--- src/ioxp_params.svh ---
// constants for the eight-bit serial port expander
// assumes a 40 MHz core clock oversampling the serial clock and data lines
`ifndef IOXP_PARAMS_SVH
`define IOXP_PARAMS_SVH

`define IOXP_FIXED_ADDR 4'h4
`define IOXP_CMD_INPUT 2'h0
`define IOXP_CMD_OUTPUT 2'h1
`define IOXP_CMD_POLARITY 2'h2
`define IOXP_CMD_CONFIG 2'h3
`define IOXP_OUT_RST 8'hff
`define IOXP_POL_RST 8'h00
`define IOXP_CFG_RST 8'hff
`define IOXP_BYTE_BITS 4'h8
`define IOXP_INIT_CYCLES 2'h3

`endif

--- src/ioxp_pkg.sv ---
// types shared by the port expander design
// assumes ioxp_params.svh is on the include path
`default_nettype none

package ioxp_pkg;

    typedef enum logic [2:0] {
        IOXP_IDLE = 3'h0,
        IOXP_ADDR = 3'h1,
        IOXP_CMD = 3'h2,
        IOXP_WDATA = 3'h3,
        IOXP_RDATA = 3'h4,
        IOXP_ACK = 3'h5,
        IOXP_MACK = 3'h6
    } ioxp_state_e;

    typedef struct packed {
        logic [7:0] val;
        logic [7:0] oe;
    } ioxp_port_s;

    typedef struct packed {
        ioxp_state_e st;
        ioxp_state_e ackNext;
        logic [3:0] bitCnt;
        logic [7:0] shift;
        logic mNack;
        logic sclS1;
        logic sclS2;
        logic sclPrev;
        logic sdaS1;
        logic sdaS2;
        logic sdaPrev;
        logic [7:0] pinS1;
        logic [7:0] pinS2;
        logic [2:0] selS1;
        logic [2:0] selS2;
        logic [1:0] initCnt;
        logic [1:0] cmd;
        logic [7:0] inReg;
        logic [7:0] outReg;
        logic [7:0] polReg;
        logic [7:0] cfgReg;
        logic sdaOe;
        logic intOe;
        logic lowLevel;
        ioxp_port_s port;
    } ioxp_regs_s;

endpackage

`default_nettype wire

--- src/ioxp_expander.sv ---
// eight-bit port expander behind a two-wire serial slave
// assumes scl, sda, address straps and port pins are asynchronous to clk
`timescale 1ns/1ps
`default_nettype none
`include "ioxp_params.svh"

module ioxp_expander
(
    input wire logic clk, // 40 MHz core clock
    input wire logic rst, // synchronous reset, active high
    input wire logic scl, // serial clock level
    input wire logic sdaIn, // serial data level on the wire
    output logic sdaOut, // serial data drive value, always low
    output logic sdaOe, // high while pulling serial data low
    input wire logic [2:0] addrSel, // address strap pins
    input wire logic [7:0] portIn, // port pin levels
    output ioxp_pkg::ioxp_port_s portDrv, // port drive values and enables
    output logic intOut, // interrupt drive value, always low
    output logic intOe // high while pulling interrupt low
);
    import ioxp_pkg::*;

    ioxp_regs_s q;
    ioxp_regs_s d;
    logic sclRise;
    logic sclFall;
    logic startCond;
    logic stopCond;
    logic adrEv;
    logic adrHit;
    logic wrEv;
    logic ldEv;
    logic [7:0] rdData;

    always_comb
    begin
        d = q;
        adrEv = 1'b0;
        adrHit = 1'b0;
        wrEv = 1'b0;
        ldEv = 1'b0;
        rdData = 8'h00;
        d.lowLevel = 1'b0;
        // two-stage synchronisers, third stage only for edge finding
        d.sclS1 = scl;
        d.sclS2 = q.sclS1;
        d.sclPrev = q.sclS2;
        d.sdaS1 = sdaIn;
        d.sdaS2 = q.sdaS1;
        d.sdaPrev = q.sdaS2;
        d.pinS1 = portIn;
        d.pinS2 = q.pinS1;
        d.selS1 = addrSel;
        d.selS2 = q.selS1;
        sclRise = q.sclS2 & ~q.sclPrev;
        sclFall = ~q.sclS2 & q.sclPrev;
        startCond = q.sclS2 & q.sclPrev & q.sdaPrev & ~q.sdaS2;
        stopCond = q.sclS2 & q.sclPrev & ~q.sdaPrev & q.sdaS2;
        // settle the pin snapshot while synchronisers fill after reset
        if (q.initCnt != `IOXP_INIT_CYCLES)
        begin
            d.initCnt = q.initCnt + 2'h1;
            d.inReg = q.pinS2;
        end
        if (startCond)
        begin
            d.st = IOXP_ADDR;
            d.bitCnt = 4'h0;
            d.sdaOe = 1'b0;
        end
        else if (stopCond)
        begin
            d.st = IOXP_IDLE;
            d.sdaOe = 1'b0;
        end
        else if (sclRise)
        begin
            unique case (q.st)
                IOXP_ADDR, IOXP_CMD, IOXP_WDATA:
                begin
                    d.shift = {q.shift[6:0], q.sdaS2};
                    d.bitCnt = q.bitCnt + 4'h1;
                end
                IOXP_RDATA:
                begin
                    d.bitCnt = q.bitCnt + 4'h1;
                end
                IOXP_MACK:
                begin
                    d.mNack = q.sdaS2;
                end
                default:
                begin
                end
            endcase
        end
        else if (sclFall)
        begin
            unique case (q.st)
                IOXP_ADDR:
                begin
                    if (q.bitCnt == `IOXP_BYTE_BITS)
                    begin
                        adrEv = 1'b1;
                        adrHit = (q.shift[7:4] == `IOXP_FIXED_ADDR) && (q.shift[3:1] == q.selS2);
                        if (adrHit)
                        begin
                            d.st = IOXP_ACK;
                            d.sdaOe = 1'b1;
                            d.ackNext = q.shift[0] ? IOXP_RDATA : IOXP_CMD;
                        end
                        else
                        begin
                            d.st = IOXP_IDLE;
                        end
                    end
                end
                IOXP_CMD:
                begin
                    if (q.bitCnt == `IOXP_BYTE_BITS)
                    begin
                        d.cmd = q.shift[1:0];
                        d.st = IOXP_ACK;
                        d.sdaOe = 1'b1;
                        d.ackNext = IOXP_WDATA;
                    end
                end
                IOXP_WDATA:
                begin
                    if (q.bitCnt == `IOXP_BYTE_BITS)
                    begin
                        wrEv = 1'b1;
                        d.st = IOXP_ACK;
                        d.sdaOe = 1'b1;
                        d.ackNext = IOXP_WDATA;
                        unique case (q.cmd)
                            `IOXP_CMD_INPUT:
                            begin
                            end
                            `IOXP_CMD_OUTPUT: d.outReg = q.shift;
                            `IOXP_CMD_POLARITY: d.polReg = q.shift;
                            `IOXP_CMD_CONFIG: d.cfgReg = q.shift;
                        endcase
                    end
                end
                IOXP_ACK:
                begin
                    d.bitCnt = 4'h0;
                    d.sdaOe = 1'b0;
                    d.st = q.ackNext;
                    ldEv = (q.ackNext == IOXP_RDATA);
                end
                IOXP_RDATA:
                begin
                    if (q.bitCnt == `IOXP_BYTE_BITS)
                    begin
                        d.sdaOe = 1'b0;
                        d.st = IOXP_MACK;
                    end
                    else
                    begin
                        d.shift = {q.shift[6:0], 1'b0};
                        d.sdaOe = ~q.shift[6];
                    end
                end
                IOXP_MACK:
                begin
                    if (q.mNack)
                    begin
                        d.st = IOXP_IDLE;
                    end
                    else
                    begin
                        ldEv = 1'b1;
                        d.bitCnt = 4'h0;
                        d.st = IOXP_RDATA;
                    end
                end
                default:
                begin
                end
            endcase
        end
        if (ldEv)
        begin
            unique case (q.cmd)
                `IOXP_CMD_INPUT: rdData = q.pinS2 ^ q.polReg;
                `IOXP_CMD_OUTPUT: rdData = q.outReg;
                `IOXP_CMD_POLARITY: rdData = q.polReg;
                `IOXP_CMD_CONFIG: rdData = q.cfgReg;
            endcase
            d.shift = rdData;
            d.sdaOe = ~rdData[7];
            if (q.cmd == `IOXP_CMD_INPUT)
            begin
                d.inReg = q.pinS2;
            end
        end
        d.port.oe = ~d.cfgReg;
        d.port.val = d.outReg;
        d.intOe = (q.initCnt == `IOXP_INIT_CYCLES) && (q.pinS2 != d.inReg);
    end

    always_ff @(posedge clk)
    begin
        if (rst)
        begin
            q <= '0;
            q.outReg <= `IOXP_OUT_RST;
            q.polReg <= `IOXP_POL_RST;
            q.cfgReg <= `IOXP_CFG_RST;
            q.port.val <= `IOXP_OUT_RST;
            // idle bus level, so no false edge right after reset
            q.sclS1 <= 1'b1;
            q.sclS2 <= 1'b1;
            q.sclPrev <= 1'b1;
            q.sdaS1 <= 1'b1;
            q.sdaS2 <= 1'b1;
            q.sdaPrev <= 1'b1;
        end
        else
        begin
            q <= d;
        end
    end

    assign sdaOut = q.lowLevel;
    assign sdaOe = q.sdaOe;
    assign portDrv = q.port;
    assign intOut = q.lowLevel;
    assign intOe = q.intOe;
endmodule

`default_nettype wire

--- config.mk ---
export PLATFORM = sky130hd
export DESIGN_NAME = ioxp_expander
export DESIGN_NICKNAME = d
export VERILOG_FILES = /design/src/ioxp_pkg.sv /design/src/ioxp_expander.sv
export VERILOG_INCLUDE_DIRS = /design/src
export SDC_FILE = /design/constraint.sdc
export NUM_CORES = 1
export LEC_CHECK = 0
export BUFFER_PORTS_ARGS = -buffer_cell sky130_fd_sc_hd__buf_2
export CORE_ASPECT_RATIO = 1.4
export CORE_MARGIN = 2
export CORE_UTILIZATION = 30
export DETAILED_ROUTE_END_ITERATION = 10
export HOLD_SLACK_MARGIN = 0.12
export PLACE_DENSITY_LB_ADDON = 0.3
export SLEW_MARGIN = 25
export SYNTH_ARGS = -nofsm -noshare
export SYNTH_HDL_FRONTEND = slang
export SYNTH_SLANG_ARGS = --single-unit
--- constraint.sdc ---
create_clock -name clk -period 5.4 [get_ports clk]
set_clock_uncertainty 0.1 [all_clocks]
set_input_delay 1.08 -clock clk [delete_from_list [all_inputs] [get_ports clk]]
set_output_delay 1.08 -clock clk [all_outputs]
set_load 0.005 [all_outputs]
### Word-level counts from Yosys, hierarchy flattened

Index checks and enable logic that the tools add are counted.
W data, S select, Z words.

| storage, ports and cells | value |
|---|---|
| register bits | 94 |
| bits in latches | 0 |
| RAM bits | 0 |
| bits in read-only memories | 0 |
| logic and storage cells | 162 |
| memories | 0 |

| operators by class | value |
|---|---|
| add/subtract/negate cells | 2 |
| multiply operators | 0 |
| divide/modulo/power cells | 0 |
| order comparisons | 0 |
| eq/ne operators | 33 |
| shift operators | 0 |
| multiplexer cells | 56 |
| bitwise logic cells | 18 |
| reduce and logical (&&, ||, !) cells | 27 |

Operators with widths:

| cell | number |
|---|---|
| $mux W8 | 11 |
| $mux W25 | 3 |
| $mux W18 | 4 |
| $mux W24 | 3 |
| $ne A5 B5 Y1 const B | 8 |
| $pmux W8 S4 | 1 |
| $reduce_and A7 Y1 | 3 |
| $mux W1 | 16 |
| $mux W16 | 1 |
| $reduce_bool A8 Y1 | 2 |
| $mux W3 | 5 |
| $pmux W3 S5 | 1 |
| $reduce_and A5 Y1 | 3 |
| $eq A3 B3 Y1 const B | 4 |
| $mux W12 | 1 |
| $mux W4 | 3 |
| $mux W6 | 2 |
| $reduce_and A6 Y1 | 2 |
| $mux W9 | 1 |
| $not A1 Y1 | 9 |
| $reduce_bool A3 Y1 | 3 |
| $reduce_bool A9 Y1 | 1 |
| $ne A4 B4 Y1 const B | 2 |
| $ne A8 B8 Y1 | 1 |
| 30 further kinds | 46 |

### Logic depth before layout (Yosys ltp)

| logic depth | value |
|---|---|
| depth after elaboration | 13 |
| gate-level depth with buffers | 9 |

### Worst setup path after synthesis

Ideal clock, no wire load.

| timing | value |
|---|---|
| path type | input-to-reg |
| start point | in rst |
| end point | reg q (netlist bit portDrv[11]) |
| setup time | 72 ps |
| data arrival time | 2002 ps |
| required time | 5228 ps |
| path slack | 3226 ps |
| stages | 5 |
| path buffers | 3 |
| cells stage by stage | clkbuf_1 -> clkbuf_1 -> clkbuf_1 -> nor2_1 -> mux2i_1 |

RTL lines:

| item | RTL line | text |
|---|---|---|
| start: declaration | ioxp_expander.sv:10 | `input wire logic rst,` |
| end: declaration | ioxp_expander.sv:23 | `ioxp_regs_s q;` |

### Final worst setup path

| timing | value |
|---|---|
| start point | reg q (netlist bit d[80]) |
| end point | reg q[90] (netlist name) |

| on the way | value |
|---|---|
| cells in the longest elaborated chain, start to end | 8 |
| elaborated cells between the ends (all ways) | 23 |
| those cells by class | eq/ne (4); mux (8); bitwise (8); reduce/logical (3) |

Ends and longest elaborated chain:

| item | RTL line | text |
|---|---|---|
| $not A1 Y1 | ioxp_expander.sv:56 | `sclFall = ~q.sclS2 & q.sclPrev;` |
| $and A1 B1 Y1 | ioxp_expander.sv:56 |  |
| $mux W1 | ioxp_expander.sv:97 | `else if (sclFall)` |
| $mux W1 | ioxp_expander.sv:76 | `else if (sclRise)` |
| $mux W1 | ioxp_expander.sv:71 | `else if (stopCond)` |
| $mux W1 | ioxp_expander.sv:65 | `if (startCond)` |
| $ne A3 B1 Y1 (no source line) (tied with other cells) | -- |  |
| $reduce_and A6 Y1 (no source line) | -- |  |

Parallel ways exist; a longest one is shown, timed or not. The select of a mux whose other input is x is not followed.
A chain may end at the register's enable or synchronous reset.

==> impl_metrics.py <==
metrics = {
    "floorplan": {
        "ios": 35,
        "die_w_um": 106.6,
        "start_util_pct": 30.63,
        "die-area_um2": 15750,
        "die_y_um": 147.7,
        "fp-row-count": 52,
        "core-area_um2": 14440,
    },
    "detailed_routing": {
        "drt_iter0_markers": 135,
        "dr_total_vias": 3230,
        "first_pass_iters": 4,
        "wl_per_cell_um": 14.34,
        "drc": 0,
        "ant_nets": 0,
        "viasPerCell": 4.821,
        "wl_um": 9611,
    },
    "global_route": {
        "grt_max_degree": 73,
        "track_usage_pct": 12.82,
        "antenna_found_initial": 0,
        "grt_overflow_total": 0,
        "grt_pass1_vias": 3216,
        "grt_pass1_wl_um": 16040,
    },
    "critical_path": {
        "r2r_end": "q[90]",
        "cp_max_fo": 18,
        "ff2ff_path_depth": 6,
        "critPathArrivalTime_ns": 3.05,
        "r2r_slack_ns": 2.48,
        "max_stage_delay_ns": 0.63,
        "path_cells": "ha_1 -> nand2b_1 -> a2bb2oi_2 -> a221oi_2 -> and3_1 -> a22o_1",
        "crit-reg2reg-launch": "d[80]",
        "cpMaxStageDelayCell": "a2bb2oi_2",
        "endpoint_kind": "flop",
        "start_kind": "flop",
        "critPathRequiredTime_ns": 5.53,
        "worst-setup-path-type": "reg2reg",
    },
    "power": {
        "ir_worst_vdd_mv": 0.1868,
        "power.leakage_nw": 1.948,
        "p_per_area_nw_per_um2": 293.0,
    },
    "finish": {
        "nFillCells": 1507,
        "final_common_cell": "dfxtp_1",
        "nNetsFinal": 497,
        "drive_gt1_share_pct": 17.88,
        "final_cell_mix": "dfxtp_1 (93), nor2_1 (57), mux2i_1 (39)",
        "post-route-util_pct": 33.88,
        "area_delta_synth_final_pct": 10.61,
        "multi_input_area_um2": 2245,
        "diodes": 0,
        "register_area_um2": 1862,
    },
    "clocking": {
        "tritoncts": "yes",
        "h-tree-depth": 3,
        "clock_sinks": 93,
        "cts.path.max_buffers": 2,
        "clk_pin_slew_ns": 0.06,
        "root_buffer": "clkbuf_16",
        "cts_resized": 0,
        "postCtsHoldBufs": 0,
        "cts_setup_buffers": 0,
        "cts_buffers": 9,
        "clock_latency_ns": 0.34,
    },
    "timing": {
        "post-route-min-period_ns": 2.916,
        "hold_viol": 0,
        "min_period_over_period_pct": 54.00,
        "final_max_slew_viol_count": 0,
        "max_freq_mhz": 342.9,
        "slew_headroom_pct": 47.09,
        "setup_viol": 0,
        "tns_ns": 0,
        "rsz0062_at_grt": "no",
        "tightest_slew_ns": 0.7929,
    },
    "placement": {
        "place.detailed.hpwl_um": 6635,
        "gp_congestion": 0.8302,
        "port_buffers": 32,
    },
    "synth": {
        "syn_avg_cell_area_um2": 9.217,
        "synth_cell_type_count": 63,
        "yosysWarnings": 0,
        "synth_seq_cells": 93,
        "synth-seq-area-share_pct": 42.08,
        "synth_edf_count": 0,
        "synth_cells": 480,
        "synthArstFlopShare_pct": 0,
        "syn_area_um2": 4424,
        "synth_top_flop_cell": "dfxtp_1",
    },
    "outcome": {
        "outcome": "finished clean",
    },
    "worst_hold_path": {
        "holdPathStages": 1,
        "hold_path_class": "reg2reg",
        "holdPathEnd": "d[77]",
        "min_from": "d[78]",
    },
    "job": {
        "drv_cap": 0,
    },
}
how the worst max path moves through the flow:
stage          start     endpoint  slack (ns)
3_3_place_gp   q[80]        q[45]        2.37
5_1_grt        q[80]        q[90]        2.25
3_5_place_dp   d[80]        q[90]        2.53
2_1_floorplan    rst  portDrv[11]        3.23
4_1_cts        d[80]        q[90]        2.50
6_report       d[80]        q[90]        2.48
worst max-delay path, delay by kind of cell, from the launching register on:
kind,cells,cell delay (ns)
flops,1,0.36
fa+ha+maj,1,0.62
simple gates,2,0.58
compound gates,3,1.13
kinds of logic after synthesis:
| family | count (synthesis) | share of synthesized area [%] |
|---|---|---|
| compound gates | 71 | 11.54 |
| xor+xnor | 14 | 2.772 |
| fa+ha+maj | 6 | 1.697 |
| buf+inv | 68 | 7.692 |
| flops | 93 | 42.08 |
| mux | 54 | 12.64 |
| other cells | 1 | 0.08476 |
| simple gates | 173 | 21.49 |
sequential cells by signal, summed over array words and instances, names as in the netlist:
name / flops
portDrv: 16
q: 60
sdaOe: 1
intOe: 1
d: 15
cell type report:
class                   count  area share, %
multi-input cells         320          45.87
flip-flops and latches     93          38.05
clock buffers              10          4.884
well taps                 189          4.833
repair buffers             34          3.580
clock inverters             6          1.406
inverters                  18          1.381
cells in the mapped netlist (all sizes together) (4+ instances only):
cell type / number / area, um2
clkbuf: 16 / 60.06
nand3: 5 / 30.03
xor2: 5 / 43.79
and3: 4 / 25.02
a22o: 6 / 52.55
ha: 6 / 75.07
mux2: 15 / 168.9
o21ai: 24 / 120.1
nor2b: 29 / 181.4
nand4: 6 / 37.54
nor2: 57 / 214.0
inv: 18 / 67.56
nand2: 24 / 90.09
nor3: 13 / 65.06
or2: 6 / 37.54
mux2i: 39 / 390.4
nand3b: 4 / 30.03
xnor2: 9 / 78.83
dfxtp: 93 / 1862
a21oi: 15 / 75.07
buf: 34 / 212.7
stage by stage:
step                std cells  worst slack [ns]  hold slack [ns]  cell area (um2)  total power, mW
floorplan                 481             3.226           0.2895             4428           0.7876
global placement          654             2.368           0.2938             4574           0.8047
detailed placement        654             2.534           0.2988             4586           0.8081
CTS                       670             2.504           0.3157             4893            1.458
global route              670             2.255           0.3506             4893            1.498
finish                    670             2.484           0.3118             4893            1.434
report_power, final:
| group | total (mW) | internal, mW | switching [mW] |
|---|---|---|---|
| Combinational | 0.0767 | 0.0331 | 0.0435 |
| Sequential | 0.715 | 0.702 | 0.0130 |
| Clock | 0.643 | 0.375 | 0.268 |
| Total | 1.43 | 1.11 | 0.325 |
layer usage:
layer	part of all wire [%]	track usage, %	wire [um]
met3	3.8	2.160	364
met4	1.3	5.195	124
met5	0	0	0
met2	53	23.06	5046
met1	42	14.94	4075
Power figures use the tool's default switching activity.
